==> src/wdts_pkg.sv <==
// wdts_pkg: constants shared by the watchdog timeout supervisor files
// assumes a single system clock domain and a synchronous reset
`default_nettype none
package wdts_pkg;

	// ==========================================================
	// counter and interval figures
	localparam int unsigned WDTS_CNT_W       = 22;
	localparam int unsigned WDTS_SEL_W       = 2;
	localparam int unsigned WDTS_EXP_0       = 12;
	localparam int unsigned WDTS_EXP_STEP    = 3;
	localparam int unsigned WDTS_WARN_CLKS   = 512;
	localparam logic [1:0]  WDTS_SEL_RST     = 2'h0;
	localparam logic [15:0] WDTS_RESET_VEC   = 16'h8000;

	// ==========================================================
	// system clock divider figures (counter width and the mode code for /256)
	localparam int unsigned WDTS_DIV_W       = 8;
	localparam logic [2:0]  WDTS_CD_PMM      = 3'h4;

endpackage
`default_nettype wire

==> src/wdts_top.sv <==
// wdts_top: watchdog timeout supervisor with early warning interrupt
// assumes software bits arrive as plain control inputs, one clock domain
`timescale 1ns/10ps
`default_nettype none
module wdts_top
	import wdts_pkg::*;
(
	// clock and power-on reset
	input  wire logic        mclk_in,
	input  wire logic        srst_in,
	// system clock divider mode
	input  wire logic [2:0]  cd_in,
	// control register write port
	input  wire logic        ctl_wr_in,
	input  wire logic [1:0]  ctl_sel_in,
	input  wire logic        ctl_ie_in,
	input  wire logic        restart_in,
	input  wire logic        flag_clr_in,
	input  wire logic        rstf_clr_in,
	// status and control readback
	output logic [5:0]       watchdog_control_register_out,
	// system effects
	output logic             irq_out,
	output logic             sys_reset_out,
	output logic [15:0]      reset_vector_out
);

	logic                  tick;
	logic [WDTS_CNT_W-1:0] cnt_q;
	logic [1:0]            sel_q;
	logic                  ie_q;
	logic                  iflag_q;
	logic                  watchdog_reset_flag_q;
	logic                  sysrst_q;
	logic [WDTS_CNT_W-1:0] limit;
	logic                  at_warn;
	logic                  at_limit;

	// timeout length for an interval code
	function automatic logic [WDTS_CNT_W-1:0] wdts_limit(input logic [1:0] s);
		wdts_limit = WDTS_CNT_W'(1) << (WDTS_EXP_0 + WDTS_EXP_STEP * s);
	endfunction

	// ==========================================================
	// system clock tick
	wdts_sysclk_tick u_tick (
		.mclk_in  (mclk_in),
		.srst_in  (srst_in),
		.cd_in    (cd_in),
		.tick_out (tick)
	);

	assign limit    = wdts_limit(sel_q);
	// warn one count earlier so the flag edge leads the reset edge by 512 ticks
	assign at_warn  = tick &&
		cnt_q == limit - WDTS_CNT_W'(WDTS_WARN_CLKS + 1);
	assign at_limit = tick && cnt_q == limit - WDTS_CNT_W'(1);

	// ==========================================================
	// control register fields
	always_ff @(posedge mclk_in)
	begin
		if (srst_in || sysrst_q)
		begin
			sel_q <= WDTS_SEL_RST;
			ie_q  <= 1'b0;
		end
		else if (ctl_wr_in)
		begin
			sel_q <= ctl_sel_in;
			ie_q  <= ctl_ie_in;
		end
	end

	// free-running counter; the watchdog reset itself also clears it
	// a shorter interval written past the current count runs on to wrap
	always_ff @(posedge mclk_in)
	begin
		if (srst_in || sysrst_q || restart_in)
			cnt_q <= '0;
		else if (tick)
			cnt_q <= cnt_q + WDTS_CNT_W'(1);
	end

	// early warning flag; set wins over clear
	always_ff @(posedge mclk_in)
	begin
		if (srst_in || sysrst_q)
			iflag_q <= 1'b0;
		else if (at_warn && !restart_in)
			iflag_q <= 1'b1;
		else if (flag_clr_in)
			iflag_q <= 1'b0;
	end

	// one-cycle system reset at timeout
	always_ff @(posedge mclk_in)
	begin
		if (srst_in)
			sysrst_q <= 1'b0;
		else
			sysrst_q <= at_limit && !restart_in;
	end

	// reset source flag survives the watchdog reset, cleared on power-on
	always_ff @(posedge mclk_in)
	begin
		if (srst_in)
			watchdog_reset_flag_q <= 1'b0;
		else if (sysrst_q)
			watchdog_reset_flag_q <= 1'b1;
		else if (rstf_clr_in)
			watchdog_reset_flag_q <= 1'b0;
	end

	// ==========================================================
	// outputs
	assign irq_out          = iflag_q && ie_q;
	assign sys_reset_out    = sysrst_q;
	assign reset_vector_out = WDTS_RESET_VEC;
	assign watchdog_control_register_out =
		{watchdog_reset_flag_q, iflag_q, ie_q, sel_q, 1'b0};

	// ==========================================================
	// checks
	// clocks since the counter was last cleared; saturates rather than wraps
	logic [WDTS_CNT_W-1:0] since_q;
	always_ff @(posedge mclk_in)
	begin
		if (srst_in || restart_in || sysrst_q)
			since_q <= '0;
		else if (since_q != '1)
			since_q <= since_q + WDTS_CNT_W'(1);
	end

	// ticks since the warning fired; zero means no warning is pending.
	// a control write voids it, since the limit may have moved under it.
	// counting ticks, not clocks, keeps the check valid in every divider mode
	logic [9:0] lead_q;
	always_ff @(posedge mclk_in)
	begin
		if (srst_in || sysrst_q || restart_in || ctl_wr_in)
			lead_q <= '0;
		else if (at_warn)
			lead_q <= 10'h001;
		else if (tick && lead_q != '0 && lead_q != '1)
			lead_q <= lead_q + 10'h001;
	end

	// rule checks, one clock domain, all but a_sel_reset disabled during power-on reset
	a_reset_no_early: assert property (
		@(posedge mclk_in) disable iff (srst_in)
		sysrst_q |-> $past(at_limit) && !$past(restart_in))
		else $error("watchdog reset without timeout");

	a_restart_clears: assert property (
		@(posedge mclk_in) disable iff (srst_in)
		restart_in |=> cnt_q == '0)
		else $error("restart did not clear counter");

	a_warn_lead: assert property (
		@(posedge mclk_in) disable iff (srst_in)
		at_limit && !restart_in && lead_q != '0
		|-> lead_q == 10'(WDTS_WARN_CLKS))
		else $error("warning not 512 ticks before reset");

	a_flag_sets: assert property (
		@(posedge mclk_in) disable iff (srst_in)
		at_warn && !restart_in && !sysrst_q |=> iflag_q)
		else $error("warning flag not set");

	a_flag_only_warn: assert property (
		@(posedge mclk_in) disable iff (srst_in)
		$rose(iflag_q) |-> $past(at_warn) && !$past(restart_in))
		else $error("warning flag set outside the warning point");

	a_rstf_sets: assert property (
		@(posedge mclk_in) disable iff (srst_in)
		sysrst_q |=> watchdog_reset_flag_q)
		else $error("reset flag not set");

	a_min_timeout: assert property (
		@(posedge mclk_in) disable iff (srst_in)
		$rose(sysrst_q) |-> since_q >= WDTS_CNT_W'(4095))
		else $error("timeout shorter than shortest interval");

	a_sel_reset: assert property (
		@(posedge mclk_in)
		$past(srst_in) |-> sel_q == WDTS_SEL_RST && !ie_q)
		else $error("interval not shortest after reset");

	a_irq_gate: assert property (
		@(posedge mclk_in) disable iff (srst_in)
		irq_out |-> iflag_q && ie_q)
		else $error("interrupt without enable");

	a_vector: assert property (
		@(posedge mclk_in) disable iff (srst_in)
		sysrst_q |-> reset_vector_out == 16'h8000)
		else $error("wrong restart address");

	// main scenarios seen at least once
	c_timeout: cover property (@(posedge mclk_in) disable iff (srst_in)
		$rose(sysrst_q));
	c_warn_irq: cover property (@(posedge mclk_in) disable iff (srst_in)
		$rose(irq_out));
	c_restart_late: cover property (@(posedge mclk_in) disable iff (srst_in)
		iflag_q && restart_in);
	c_slow_timeout: cover property (@(posedge mclk_in) disable iff (srst_in)
		$rose(sysrst_q) && cd_in != 3'h0);

endmodule
`default_nettype wire

==> src/wdts_sysclk_tick.sv <==
// wdts_sysclk_tick: turns oscillator clocks into system clock ticks
// assumes mclk_in is the oscillator and cd_in is stable between frames
`timescale 1ns/10ps
`default_nettype none
module wdts_sysclk_tick
	import wdts_pkg::*;
(
	// clock and reset
	input  wire logic       mclk_in,
	input  wire logic       srst_in,
	// divider mode: 0..3 = /1,/2,/4,/8, 4 = /256
	input  wire logic [2:0] cd_in,
	// tick out
	output logic            tick_out
);

	logic [WDTS_DIV_W-1:0] div_q;
	logic [WDTS_DIV_W-1:0] last;

	// terminal count per divider mode
	always_comb
	begin
		case (cd_in)
			3'h0:        last = 8'h00;
			3'h1:        last = 8'h01;
			3'h2:        last = 8'h03;
			3'h3:        last = 8'h07;
			WDTS_CD_PMM: last = 8'hff;
			default:     last = 8'h00;
		endcase
	end

	// divider counter; mode changes move the terminal count at once, mid-frame
	always_ff @(posedge mclk_in)
	begin
		if (srst_in || div_q >= last)
			div_q <= '0;
		else
			div_q <= div_q + 8'h01;
	end

	assign tick_out = (div_q >= last);

endmodule
`default_nettype wire

==> config.mk <==
export PLATFORM = sky130hd
export DESIGN_NAME = wdts_top
export DESIGN_NICKNAME = d
export VERILOG_FILES = /design/src/wdts_pkg.sv /design/src/wdts_top.sv /design/src/wdts_sysclk_tick.sv
export SDC_FILE = /design/constraint.sdc
export NUM_CORES = 1
export LEC_CHECK = 0
export BUFFER_PORTS_ARGS = -buffer_cell sky130_fd_sc_hd__buf_2
export CORE_MARGIN = 5
export CORE_UTILIZATION = 50
export CTS_BUF_LIST = sky130_fd_sc_hd__clkbuf_8 sky130_fd_sc_hd__clkbuf_16
export DETAILED_ROUTE_END_ITERATION = 10
export HOLD_SLACK_MARGIN = 0.02
export PLACE_DENSITY = 0.77
export SYNTH_ARGS = -nofsm -noshare
export SYNTH_HDL_FRONTEND = slang
export SYNTH_HIERARCHICAL = 1
export SYNTH_SLANG_ARGS = --single-unit
==> constraint.sdc <==
create_clock -name mclk_in -period 2.3 [get_ports mclk_in]
set_input_delay 0.115 -clock mclk_in [delete_from_list [all_inputs] [get_ports mclk_in]]
set_output_delay 0.115 -clock mclk_in [all_outputs]
set_load 0.03 [all_outputs]
==> reports/results.tsv <==
stage	metric	value	unit
status	run status	finished, final reports clean	
layout	layout cell share with drive strength beyond 1	0.234	
critical_path	CP max-delay cell	dfxtp_4	
placement	Cells after DPL	307	
yosys	post-synthesis cell count	236	
clock_network	CTS Buf Count	5	
layout	diode count	0	
min_path	hold_sp	flag_clr_in	
critical_path	crit-path cells	ha_4, nor2b_4, o211ai_1, a31oi_4, or2_4, nand3_4, nor3_4, nand3_1, xor2_1, nor2_1	
critical_path	cell family with the largest share of critical-path delay	simple AND/OR/NAND/NOR gates	
critical_path	count of buffer and inverter cells on the critical path	0	
timing	FMAX	461	MHz
drt	residual DRC count	0	
floorplanning	Initial Utilization	0.516	
timing	min Tclk post-route	2.17	ns
power	total power	1.45	mW
clock_network	Max Buffers Root-to-Sink	2	
clock_network	Worst-path clk slew	0.07	ns
timing	Final Skew	0.00831	ns
yosys	Seq/Total Area, Yosys	0.347	
critical_path	critical path arrival	2.32	ns
drt	WL/cell	12.9	microns
timing	Max-slew headroom	0.503	
floorplanning	Die H	74.5	microns
drt	post-route ant nets	0	
yosys	largest cells by area after synthesis	dfxtp_1 (35%), buf_4 (7.2%), xor2_1 (6.7%)	
timing	final slew viol count	0	
timing	Least-Margin Pin Slew	0.746	ns
timing	endpoints failing setup	0	
yosys	most common cell in the netlist	dfxtp_1	
clock_network	CTS Hold Bufs	0	
layout	final instance area	2410	sq um
drt	DRT iter0 DRCs	135	
critical_path	reg2reg end	cnt_q[16]$_SDFFE_PP0P_	
global_route	gr usage total	0.158	
yosys	synthesized area per cell	8.81	sq um
clock_network	clk sinks	36	
timing	RSZ-0062 raised after global routing	true	
critical_path	Worst path max stage delay	0.36	ns
placement	Placement Cell Area	2240	sq um
yosys	Post-Syn Area	2080	sq um
min_path	Tightest Hold Check Type	in2reg	
power	power per cell area	603	nW/um^2
global_route	initial antenna violation count	0	
clock_network	Root Buffer	clkbuf_8	
yosys	Synth Register Bits	36	
yosys	ys async rst share	0	
floorplanning	Row Count	23	
critical_path	critical path capture point type	flop	
yosys	Cell variety after synth	44	
floorplanning	die width	74.5	microns
critical_path	worst r2r src	u_tick/div_q[1]$_SDFF_PP0_	
min_path	Hold EP	iflag_q$_SDFFE_PP0P_	
layout	fin cells	315	
clock_network	CTS tree	yes	
yosys	Post-synth EDFFs	0	
yosys	yosys synthesis warning count	6	
critical_path	Max FO, Critical Path	5	
layout	Area growth syn-to-layout	15.8	%
clock_network	H-tree levels	2	
yosys	share of the synthesized area in the top cell type	0.347	
drt	drt pass-1 iters	4	
power	Leak Pwr	0.949	nW
global_route	total grt overflow	0	
timing	period utilization	0.944	
critical_path	Critical Path RT	2.45	ns
timing	final hold vios	0	
floorplanning	die area	5550	sq um
yosys	Post-synth top cells	dfxtp_1 (36), nor2_1 (29), buf_4 (20)	
global_route	largest net degree at the start of global routing	23	
layout	Nets	288	
critical_path	WS Path Type	reg2reg	
critical_path	Worst Setup Start Kind	flop	
yosys	Synth area leader	dfxtp_1	
min_path	WHS Path Cells	3	
yosys	ys flop type	dfxtp_1	
global_route	vias in the first global route	1539	
drt	vias per inst	5.28	
global_route	first-pass GRT wire length	6.89	mm
floorplanning	Ports	36	
floorplanning	core area	4030	sq um
timing	setup TNS	0	ns
power	maximum VDD drop	0.196	mV
critical_path	R2R Setup Slk	0.13	ns
clock_network	Worst-Skew Late Latency	0.29	ns
placement	number of I/O port buffers	18	
placement	DPL Wire Length	3.05	mm
drt	Vias	1664	
critical_path	worst r2r path cells	10	
placement	gpl congestion	0.794	
drt	Detailed Route WL	4.05	mm
run	max-cap check violation count	0	
[per-layer routing]
layer  wire length, microns  track usage  vias up
li1                       -            -      850
met1                   1840        0.198      766
met2                   1910        0.269       42
met3                    234       0.0324        6
met4                     66       0.0534        0
met5                      0            0        -
[cell families after synthesis]
logic type      after synthesis  share of synthesized area
xor+xnor                     27                      0.114
mux                           4                     0.0193
flops                        36                      0.347
fa+ha+maj                    11                     0.0662
buf+inv                      31                     0.0975
other cells                   2                    0.00361
simple gates                104                      0.284
compound gates               21                     0.0692
[layout by cell type, fill, tap and decap left out, types with 2 or more instances in the layout]
cell | Yosys | routed
a21oi_1 | 7 | 7
and3_1 | 3 | 2
buf_2 | 3 | 18
buf_4 | 20 | 13
clkbuf_8 | 0 | 7
conb_1 | 2 | 19
dfxtp_1 | 36 | 35
ha_1 | 11 | 10
inv_1 | 4 | 4
mux2i_1 | 4 | 4
nand2_1 | 14 | 13
nand3_1 | 13 | 10
nand3_2 | 0 | 2
nand3b_1 | 2 | 2
nand4_1 | 8 | 8
nand4_4 | 1 | 2
nand4b_1 | 2 | 2
nor2_1 | 29 | 28
nor3_1 | 8 | 7
nor3_2 | 1 | 2
nor3_4 | 2 | 2
nor4_1 | 8 | 8
nor4b_2 | 2 | 2
o21ai_0 | 3 | 3
or3_1 | 4 | 4
xnor2_1 | 11 | 11
xor2_1 | 16 | 16
[registers in the layout (all words and copies together), names as in the netlist]
register,cells
cnt_q,22
ie_q,1
iflag_q,1
sel_q,2
sys_reset_out,1
u_tick/div_q,8
watchdog_reset_flag_q,1
[what timing repair did]
action	4_1_cts	5_1_grt
pin swaps	0	7
resized for setup	1	12
setup endpoints to repair	5	16
setup buffers	0	1
[layout make-up]
class                   count  area, sq um
fillers                   357         1620
flip-flops and latches     36          724
clock buffers               7         96.3
well taps                  50         62.6
repair buffers             32          208
multi-input cells         186         1300
inverters                   4         15.0
[worst register-to-register path: cells and delay by family, from the launching register on]
family	cells	cell delay, ns
and+or+nand+nor	6	0.91
DFF	1	0.36
AOI/OAI and AO/OA	2	0.35
adders and majority gates	1	0.26
xor gates and xnor gates	1	0.16
[worst max path at each step]
stage,start,endpoint,slack [ns],cells past startpoint
after floorplan,cd_in[0],cnt_q[21]$_SDFFE_PP0P_,0.01,13
after CTS,u_tick/div_q[1]$_SDFF_PP0_,cnt_q[12]$_SDFFE_PP0P_,0.08,10
after global routing,u_tick/div_q[1]$_SDFF_PP0_,cnt_q[20]$_SDFFE_PP0P_,-0.02,10
after detailed placement,cd_in[0],cnt_q[12]$_SDFFE_PP0P_,-0.21,12
after global placement,cd_in[0],cnt_q[12]$_SDFFE_PP0P_,-0.11,13
final,u_tick/div_q[1]$_SDFF_PP0_,cnt_q[16]$_SDFFE_PP0P_,0.13,10
[power by group]
group | switching (mW) | internal, mW
clock network | 0.216 | 0.267
registers | 0.0193 | 0.642
logic | 0.168 | 0.139
[stage by stage]
stage,hold WS (ns),utilization,setup slack (ns)
after floorplan,0.186,-,0.00985
after global placement,0.386,0.556,-0.110
after detailed placement,0.390,0.556,-0.210
after CTS,0.0840,0.580,0.0766
after global routing,0.0988,0.598,-0.0187
final,0.0921,0.598,0.130
(Power assumes the default switching activity.)
